### config.mk
export PLATFORM = sky130hd
export DESIGN_NAME = display_serial_write_port
export DESIGN_NICKNAME = d
export VERILOG_FILES = /design/src/logic/disp_pkg.sv /design/src/logic/byte_fifo.sv /design/src/logic/sync2.sv /design/src/logic/display_serial_write_port.sv
export VERILOG_INCLUDE_DIRS = /design/src /design/src/logic
export SDC_FILE = /design/constraint.sdc
export NUM_CORES = 1
export LEC_CHECK = 0
export BUFFER_PORTS_ARGS = -buffer_cell sky130_fd_sc_hd__buf_4
export CAP_MARGIN = 5
export CORE_ASPECT_RATIO = 0.6
export CORE_MARGIN = 1.5
export CORE_UTILIZATION = 40
export CTS_CLUSTER_SIZE = 16
export DETAILED_ROUTE_END_ITERATION = 6
export PLACE_DENSITY = 0.63
export SYNTH_ARGS = -nofsm -noshare
export SYNTH_HDL_FRONTEND = slang
export SYNTH_SLANG_ARGS = --single-unit
### constraint.sdc
create_clock -name clk -period 3.2 [get_ports clk]
set_input_delay 0.32 -clock clk [delete_from_list [all_inputs] [get_ports clk]]
set_output_delay 0.32 -clock clk [all_outputs]
set_load 0.005 [all_outputs]
### src/logic/disp_cfg.svh
`ifndef DISP_CFG_SVH
`define DISP_CFG_SVH
// Byte and pixel geometry
`define BYTE_BITS       4'd8
`define BIT_CNT_LAST    3'd7
`define PIX_COLS        8'd128
`define PIX_ROWS        8'd160
`define COL_LAST        8'd127
`define ROW_LAST        8'd159
// Window command codes (plain defaults, decoder only tracks addressing)
`define CMD_COL_SET     8'h2a
`define CMD_ROW_SET     8'h2b
`define CMD_MEM_WRITE   8'h2c
`define CMD_SCAN_SET    8'h36
// Scan setting bits: row reverse, column reverse, row/column exchange
`define SCAN_ROW_REV    7
`define SCAN_COL_REV    6
`define SCAN_SWAP       5
// Buffer geometry
`define FIFO_DEPTH      4
`define FIFO_PTR_W      2
`endif

### src/logic/disp_pkg.sv
package disp_pkg;
    // One received byte with its command/data tag
    typedef struct packed {
        logic       is_data;
        logic [7:0] value;
    } rx_byte_s;
    // One pixel write going out to the frame store
    typedef struct packed {
        logic [7:0]  col;
        logic [7:0]  row;
        logic [15:0] rgb;
    } pix_s;
    // Command decode phase
    typedef enum logic [2:0] {
        PH_IDLE, PH_COL, PH_ROW, PH_PIXEL, PH_SCAN
    } phase_e;
endpackage

### src/logic/byte_fifo.sv
`timescale 1ns/1ps
`default_nettype none
`include "disp_cfg.svh"
module byte_fifo #(
    parameter int WIDTH = 9,
    parameter int DEPTH = `FIFO_DEPTH,
    parameter int PW    = `FIFO_PTR_W
) (
    input  wire logic             clk,
    input  wire logic             rstn,
    input  wire logic             in_valid,
    output logic                  in_ready,
    input  wire logic [WIDTH-1:0] in_data,
    output logic                  out_valid,
    input  wire logic             out_ready,
    output logic      [WIDTH-1:0] out_data
);
    logic [WIDTH-1:0] mem [DEPTH];   // Flip-flop storage
    logic [PW-1:0]    wptr;          // Write index
    logic [PW-1:0]    rptr;          // Read index
    logic [PW:0]      count;         // Fill level
    wire push = in_valid && in_ready;
    wire pop  = out_valid && out_ready;
    assign in_ready  = (count != (PW+1)'(DEPTH));
    assign out_valid = (count != '0);
    assign out_data  = mem[rptr];
    // Storage write, no reset needed on data
    always_ff @(posedge clk) begin
        if (push) begin
            mem[wptr] <= in_data;
        end
    end
    // Pointers and level
    always_ff @(posedge clk or negedge rstn) begin
        if (!rstn) begin
            wptr  <= '0;
            rptr  <= '0;
            count <= '0;
        end else begin
            if (push) wptr <= wptr + 1'b1;
            if (pop)  rptr <= rptr + 1'b1;
            count <= count + (PW+1)'(push) - (PW+1)'(pop);
        end
    end
endmodule
`default_nettype wire

### src/logic/sync2.sv
`timescale 1ns/1ps
`default_nettype none
module sync2 #(
    parameter int W = 1
) (
    input  wire logic         clk,
    input  wire logic         rstn,
    input  wire logic [W-1:0] d,
    output logic      [W-1:0] q
);
    logic [W-1:0] meta;   // First stage, read only by the second
    // Two-flop synchroniser for pins
    always_ff @(posedge clk or negedge rstn) begin
        if (!rstn) begin
            meta <= '0;
            q    <= '0;
        end else begin
            meta <= d;
            q    <= meta;
        end
    end
endmodule
`default_nettype wire

### src/logic/display_serial_write_port.sv
`timescale 1ns/1ps
`default_nettype none
`include "disp_cfg.svh"
module display_serial_write_port (
    input  wire logic        clk,
    input  wire logic        rstn,
    input  wire logic        reset_n_pin,
    input  wire logic        select_n_line,
    input  wire logic        cmd_data_line,
    input  wire logic        serial_clock,
    input  wire logic        serial_data,
    input  wire logic        backlight_ctrl,
    output logic             backlight_on,
    output disp_pkg::pix_s   pix,
    output logic             pix_valid,
    input  wire logic        pix_ready,
    output logic             cmd_strobe,
    output logic [7:0]       cmd_code
);
    import disp_pkg::*;

    // ****************************************************
    // Pin synchronisers
    // ****************************************************
    logic [5:0] pins_s;   // Synchronised pin levels
    // Each pin crosses two flops before use. They clear to zero, so for two
    // cycles after reset the port looks selected and in controller reset;
    // the serial clock reads low then too, so no bit can be taken.
    sync2 #(.W(6)) u_sync (
        .clk  (clk),
        .rstn (rstn),
        .d    ({reset_n_pin, select_n_line, cmd_data_line,
                serial_clock, serial_data, backlight_ctrl}),
        .q    (pins_s)
    );
    wire ctl_rst_n = pins_s[5];   // Controller reset pin, low resets
    wire sel_n     = pins_s[4];   // Select, active low
    wire cmd_data_level = pins_s[3];   // Low = command, high = data
    wire sclk      = pins_s[2];
    wire sdat      = pins_s[1];
    wire bl_ctrl   = pins_s[0];

    // ****************************************************
    // Serial shift engine
    // ****************************************************
    logic       sclk_d;      // Previous clock level for edge finding
    logic [2:0] bit_cnt;     // Bits taken in current byte
    logic [6:0] shreg;       // First seven bits of the byte
    rx_byte_s   rx;          // Completed byte
    logic       rx_valid;    // Completed byte waiting for the buffer
    // The data pin is only ever sampled; no driver exists for it.
    // Rising edge only counts while selected.
    wire sclk_rise  = sclk && !sclk_d && !sel_n;
    wire last_bit   = (bit_cnt == `BIT_CNT_LAST);
    wire fifo_ready;
    // Each serial clock half must span one full system cycle to be seen
    // Clock history, runs even when deselected so idle low is tracked.
    always_ff @(posedge clk or negedge rstn) begin
        if (!rstn) begin
            sclk_d <= 1'b0;
        end else begin
            sclk_d <= sclk;
        end
    end
    // Bit counter and shifter; the count wraps from seven to zero itself,
    // so a finished byte needs no separate clear
    always_ff @(posedge clk or negedge rstn) begin
        if (!rstn) begin
            bit_cnt <= '0;
            shreg   <= '0;
        end else if (sel_n || !ctl_rst_n) begin
            bit_cnt <= '0;
        end else if (sclk_rise) begin
            bit_cnt <= bit_cnt + 3'd1;
            shreg   <= {shreg[5:0], sdat};
        end
    end
    // Byte hand-off; a byte lost only if the buffer stays full for a byte
    // A byte that finds the slot still full overwrites the older one
    always_ff @(posedge clk or negedge rstn) begin
        if (!rstn) begin
            rx_valid <= 1'b0;
            rx       <= '0;
        end else if (sclk_rise && last_bit && ctl_rst_n) begin
            rx_valid <= 1'b1;
            rx       <= '{is_data: cmd_data_level, value: {shreg, sdat}};
        end else if (fifo_ready) begin
            rx_valid <= 1'b0;
        end
    end

    // ****************************************************
    // Byte buffer
    // ****************************************************
    // Four bytes of slack let the decoder wait on a stalled pixel sink
    rx_byte_s buf_out;
    logic     buf_valid;
    wire      buf_take;
    byte_fifo #(.WIDTH(9)) u_fifo (
        .clk       (clk),
        .rstn      (rstn),
        .in_valid  (rx_valid),
        .in_ready  (fifo_ready),
        .in_data   (rx),
        .out_valid (buf_valid),
        .out_ready (buf_take),
        .out_data  (buf_out)
    );

    // ****************************************************
    // Command and window decoder
    // ****************************************************
    phase_e     phase;         // Decode phase
    logic [1:0] arg_idx;       // Parameter byte index
    logic [7:0] col_lo, col_hi, row_lo, row_hi;  // Window bounds
    logic [7:0] col, row;      // Current pixel address
    logic [7:0] scan;          // Orientation setting
    logic       hi_half;       // First colour byte held
    logic [7:0] rgb_hi;        // Held upper colour byte
    logic       win_set;       // Column window programmed since last reset
    // Pixel output waits when its register is full. Back-pressure reaches
    // the buffer, and from there the serial byte slot.
    wire pix_stall  = pix_valid && !pix_ready;
    assign buf_take = buf_valid && !pix_stall && ctl_rst_n;
    wire is_cmd     = buf_take && !buf_out.is_data;
    wire is_dat     = buf_take && buf_out.is_data;
    wire [7:0] bval = buf_out.value;
    wire col_rev    = scan[`SCAN_COL_REV];
    wire row_rev    = scan[`SCAN_ROW_REV];
    wire swap       = scan[`SCAN_SWAP];
    wire pix_done   = is_dat && (phase == PH_PIXEL) && hi_half;

    // Clamp an address to its axis limit.
    function automatic logic [7:0] clamp(input logic [7:0] v, input logic [7:0] lim);
        clamp = (v > lim) ? lim : v;
    endfunction
    // Step one axis inside its window, wrapping.
    // A window given with its ends swapped never meets its end address;
    // the <= and >= tests then hold the walk at its start, inside the array
    function automatic logic [7:0] step(input logic [7:0] v, input logic [7:0] lo,
                                        input logic [7:0] hi, input logic rev);
        if (rev) step = (v <= lo) ? hi : v - 8'd1;
        else     step = (v >= hi) ? lo : v + 8'd1;
    endfunction
    wire col_end = col_rev ? (col <= col_lo) : (col >= col_hi);
    wire row_end = row_rev ? (row <= row_lo) : (row >= row_hi);
    wire [7:0] col_next = step(col, col_lo, col_hi, col_rev);
    wire [7:0] row_next = step(row, row_lo, row_hi, row_rev);
    wire [7:0] col_start = col_rev ? col_hi : col_lo;
    wire [7:0] row_start = row_rev ? row_hi : row_lo;

    // Phase machine
    // A memory write before any column window is dropped, not drawn blind
    always_ff @(posedge clk or negedge rstn) begin
        if (!rstn) begin
            phase   <= PH_IDLE;
            arg_idx <= '0;
        end else if (!ctl_rst_n) begin
            phase   <= PH_IDLE;
            arg_idx <= '0;
        end else if (is_cmd) begin
            arg_idx <= '0;
            case (bval)
                `CMD_COL_SET:   phase <= PH_COL;
                `CMD_ROW_SET:   phase <= PH_ROW;
                `CMD_MEM_WRITE: phase <= win_set ? PH_PIXEL : PH_IDLE;
                `CMD_SCAN_SET:  phase <= PH_SCAN;
                default:        phase <= PH_IDLE;
            endcase
        end else if (is_dat) begin
            case (phase)
                PH_COL, PH_ROW: begin
                    arg_idx <= arg_idx + 2'd1;
                end
                PH_SCAN: begin
                    phase <= PH_IDLE;
                end
                default: begin
                end
            endcase
        end
    end

    // Window bounds and scan setting; low bytes carry the address
    // Only the column window arms drawing; rows default to the full height
    always_ff @(posedge clk or negedge rstn) begin
        if (!rstn) begin
            col_lo  <= '0;
            col_hi  <= `COL_LAST;
            row_lo  <= '0;
            row_hi  <= `ROW_LAST;
            scan    <= '0;
            win_set <= 1'b0;
        end else if (!ctl_rst_n) begin
            col_lo  <= '0;
            col_hi  <= `COL_LAST;
            row_lo  <= '0;
            row_hi  <= `ROW_LAST;
            scan    <= '0;
            win_set <= 1'b0;
        end else if (is_dat) begin
            case (phase)
                PH_COL: begin
                    if (arg_idx == 2'd1) col_lo <= clamp(bval, `COL_LAST);
                    if (arg_idx == 2'd3) col_hi <= clamp(bval, `COL_LAST);
                    if (arg_idx == 2'd3) win_set <= 1'b1;
                end
                PH_ROW: begin
                    if (arg_idx == 2'd1) row_lo <= clamp(bval, `ROW_LAST);
                    if (arg_idx == 2'd3) row_hi <= clamp(bval, `ROW_LAST);
                end
                PH_SCAN: begin
                    scan <= bval;
                end
                default: begin
                end
            endcase
        end
    end

    // Pixel address walk and colour assembly.
    // The address steps with the low colour byte, on the edge that registers the pixel
    always_ff @(posedge clk or negedge rstn) begin
        if (!rstn) begin
            col     <= '0;
            row     <= '0;
            hi_half <= 1'b0;
            rgb_hi  <= '0;
        end else if (!ctl_rst_n || (is_cmd && bval == `CMD_MEM_WRITE)) begin
            col     <= col_start;
            row     <= row_start;
            hi_half <= 1'b0;
        end else if (is_dat && phase == PH_PIXEL) begin
            hi_half <= !hi_half;
            if (!hi_half) begin
                rgb_hi <= bval;
            end else if (swap) begin
                row <= row_next;
                if (row_end) col <= col_next;
            end else begin
                col <= col_next;
                if (col_end) row <= row_next;
            end
        end
    end

    // Pixel output register
    // Held until the sink takes it; a stall backs up the byte buffer
    always_ff @(posedge clk or negedge rstn) begin
        if (!rstn) begin
            pix_valid <= 1'b0;
            pix       <= '0;
        end else if (pix_done) begin
            pix_valid <= 1'b1;
            pix       <= '{col: col, row: row, rgb: {rgb_hi, bval}};
        end else if (pix_ready) begin
            pix_valid <= 1'b0;
        end
    end

    // Command report and backlight
    // The strobe lasts one cycle; the code holds until the next command
    always_ff @(posedge clk or negedge rstn) begin
        if (!rstn) begin
            cmd_strobe   <= 1'b0;
            cmd_code     <= '0;
            backlight_on <= 1'b0;
        end else begin
            cmd_strobe   <= is_cmd;
            if (is_cmd) cmd_code <= bval;
            backlight_on <= bl_ctrl;
        end
    end
endmodule
`default_nettype wire

==> reports/qor.yml <==
routing:
  drt-initial-drc-count: 597
  drc: 2
  wirelength_um: 22100
  viasPerCell: 5.30
  post_drt_wl_per_cell_um: 18.5
  vias: 6332
  ant_nets: 0
  drt_pass1_iterations: 7
clocking:
  clock_path_buffers: 2
  htreeDepth: 4
  cts_resized: 0
  cts.sinks: 185
  clk_latency_ps: 440
  path_clk_slew_ps: 80
  cts_tree: "done"
  cts_made_buffers: 17
  root_buffer: "clkbuf_16"
floorplanning:
  die_w_um: 199
  initial_core_util: 0.412
  core_area_um2: 22300
  row_count: 42
  die_area_um2: 23900
  pin_count: 52
  die_y_um: 120
power_and_ir_drop:
  ir_worst_vdd_v: 0.000413
  finalPower_w: 0.00680
  p_per_area_nw_per_um2: 629
  p_leak_nw: 4.89
cells_and_area:
  fin_cells: 1195
  fillers: 2038
  n_antenna_cell: 0
  final_nets: 930
  layout_commonest_cell: "dfrtp_1"
  multi_input_comb_area_um2: 4020
  drive_gt1_frac: 0.247
  layout_common_cells: "dfrtp_1, buf_4, mux2_2"
  area.growth.synth_to_final_pct: 17.7
  fin_area_um2: 10800
  seq_area_um2: 4830
logic_synthesis:
  yosys_warnings: 0
  syn_nets: 849
  synthDistinctLibCells: 58
  ys_seq_elements: 185
  avgSynthCellArea_um2: 11.6
  postSynthCellCount: 793
  synthFlopType: "dfrtp_1"
  syn_area_um2: 9190
  ys_seq_area_frac: 0.525
  synth-edff-count: 36
  ys_async_sr_fraction: 0.805
grt:
  antenna_found_initial: 0
  grt_pass1_wl_um: 35900
  gr-total-overflow: 0
  grt_pass1_vias: 6238
  grt_util_all_layers: 0.200
  grt_max_degree: 64
placed_design:
  place.detailed.hpwl_um: 16000
  port_buffers: 51
  dp.cells: 1153
  dpl_cell_area_um2: 10100
  gp_congestion: 0.944
outcome:
  status: "finished, violations left"
  violations: "DRC"
min_path:
  hold_path.class: "input pin to flop"
timing:
  relSlewSlack: 0.568
  grt_setup_unrepaired: "false"
  worst_pin_slew_ps: 643
  max_freq_ghz: 0.338
  setup_viol: 0
  fin_crit_sh: 0.923
  drv_slew: 0
  hold_viol: 0
  fin_tns_setup_ps: 0
  finClkSkew_ps: 10.5
  min_period_ps: 2960
critical_path:
  cp.arrival_ps: 3310
  required_ps: 3560
  critical_path.max_fanout: 11
  crit_type: "flop to flop"
  slowest_stage: "mux4_1"
  endpoint_kind: "flop"
  cp-start-kind: "flop"
  path_cells: "buf_4, mux4_1, nor2_1, nand3_1, or3_1, o31ai_4, buf_4, nor3_1, a211oi_1"
  crit_top_cell: "buf_4"
  critPathMaxStageDelay_ps: 590
job:
  max_cap_violations: 0
==> registers in the layout, summed over array words and instances (netlist names), 2 cells and up <==
| register | cells |
|---|---|
| col_lo | 8 |
| u_fifo.rptr | 2 |
| bit_cnt | 3 |
| cmd_code | 8 |
| col | 8 |
| phase | 3 |
| u_fifo.count | 3 |
| row_hi | 8 |
| scan | 3 |
| u_sync.q | 6 |
| row_lo | 8 |
| shreg | 7 |
| arg_idx | 2 |
| col_hi | 8 |
| row | 8 |
| rx | 9 |
| rgb_hi | 8 |
| pix | 32 |
| u_fifo.mem | 36 |
| u_fifo.wptr | 2 |
| u_sync.meta | 6 |
==> metrics by stage <==
stage,setup WS (ps),hold slack (ps),util
after CTS,243,216,0.484
after global placement,280,315,0.454
after floorplan,550,24.4,-
after global routing,24.4,240,0.485
final,245,230,0.485
after detailed placement,266,318,0.454
==> what timing repair did <==
item | in CTS | in global routing
hold endpoints to repair | 62 | 0
buffers inserted | 0 | 3
endpoints found under the setup margin | 0 | 1
hold buffers | 7 | 0
==> cell usage after synthesis, types with 3 or more instances <==
library cell | n | area, µm²
edfxtp_1 | 36 | 1080
dfstp_2 | 13 | 342
nor3b_1 | 3 | 22.5
a211oi_1 | 26 | 195
inv_1 | 48 | 180
a211o_1 | 4 | 35.0
nand4_1 | 6 | 37.5
nor3_1 | 11 | 55.1
o22ai_1 | 3 | 18.8
xor2_1 | 13 | 114
o31ai_1 | 3 | 22.5
nand3_1 | 18 | 90.1
dfrtp_1 | 136 | 3400
ha_1 | 46 | 576
buf_2 | 6 | 30.0
nor2_1 | 58 | 218
a21o_1 | 6 | 45.0
o21ai_0 | 53 | 265
and2_1 | 9 | 56.3
a21boi_0 | 4 | 30.0
nor2b_1 | 12 | 75.1
or3_1 | 3 | 18.8
nand2b_1 | 6 | 37.5
mux4_2 | 6 | 135
xnor2_1 | 19 | 166
clkbuf_1 | 29 | 109
mux2_2 | 67 | 754
a21oi_1 | 22 | 110
and3_1 | 3 | 18.8
nand2_1 | 47 | 176
a31oi_1 | 11 | 68.8
mux2i_1 | 31 | 310
o221ai_1 | 4 | 35.0
==> critical path: cells and delay by family (launching register included) <==
kind / cells / cell delay (ps)
and+or+nand+nor: 4 / 780
buffers and inverters: 2 / 470
muxes: 1 / 590
DFF: 1 / 400
AOI/OAI and AO/OA: 2 / 640
==> area by class of cell <==
type	count	share of cell area
Clock inverter	15	0.0175
Sequential cell	185	0.446
Inverter	48	0.0167
Clock buffer	17	0.0393
Timing Repair Buffer	100	0.0726
Tap cell	308	0.0356
Multi-Input combinational cell	522	0.372
==> logic make-up (layout without fill, tap and decap cells) <==
| kind of cell | after synthesis | count (layout) | synth area share |
|---|---|---|---|
| compound gates | 154 | 154 | 0.109 |
| mux | 106 | 106 | 0.136 |
| fa+ha+maj | 47 | 47 | 0.0648 |
| buf+inv | 86 | 180 | 0.0368 |
| xor+xnor | 32 | 32 | 0.0305 |
| flops | 185 | 185 | 0.525 |
| simple gates | 183 | 183 | 0.0968 |
==> report_power, final <==
group	total (W)	internal, W	leakage [nW]	switching, W
logic	0.00174	0.000737	2.37	0.00100
registers	0.00289	0.00264	2.22	0.000260
clock network	0.00217	0.00107	0.297	0.00109
==> worst paths after layout <==
kind	from	to	slack, ps	depth (start not counted)
max	u_fifo.rptr[0]$_DFFE_PN0P_	row[4]$_DFFE_PN0P_	240	9
min	pix_ready	pix_valid$_DFFE_PN0P_	230	3
max reg2reg	u_fifo.rptr[0]$_DFFE_PN0P_	row[4]$_DFFE_PN0P_	240	9
min reg2reg	u_sync.q[0]$_DFF_PN0_	backlight_on$_DFF_PN0_	350	0
max in group asynchronous	rstn	row_hi[7]$_DFFE_PN1P_	1950	3
min in group asynchronous	rstn	pix[28]$_DFFE_PN0P_	400	2
==> per-layer routing <==
metal | vias to the layer above | track usage | share of wire
met2 | 217 | 0.257 | 0.38
met5 | - | 0 | 0
met4 | 0 | 0.0455 | 0.0071
met3 | 12 | 0.0647 | 0.080
li1 | 2996 | - | -
met1 | 3107 | 0.318 | 0.53
Note: power is estimated with default switching activity, not from simulation.
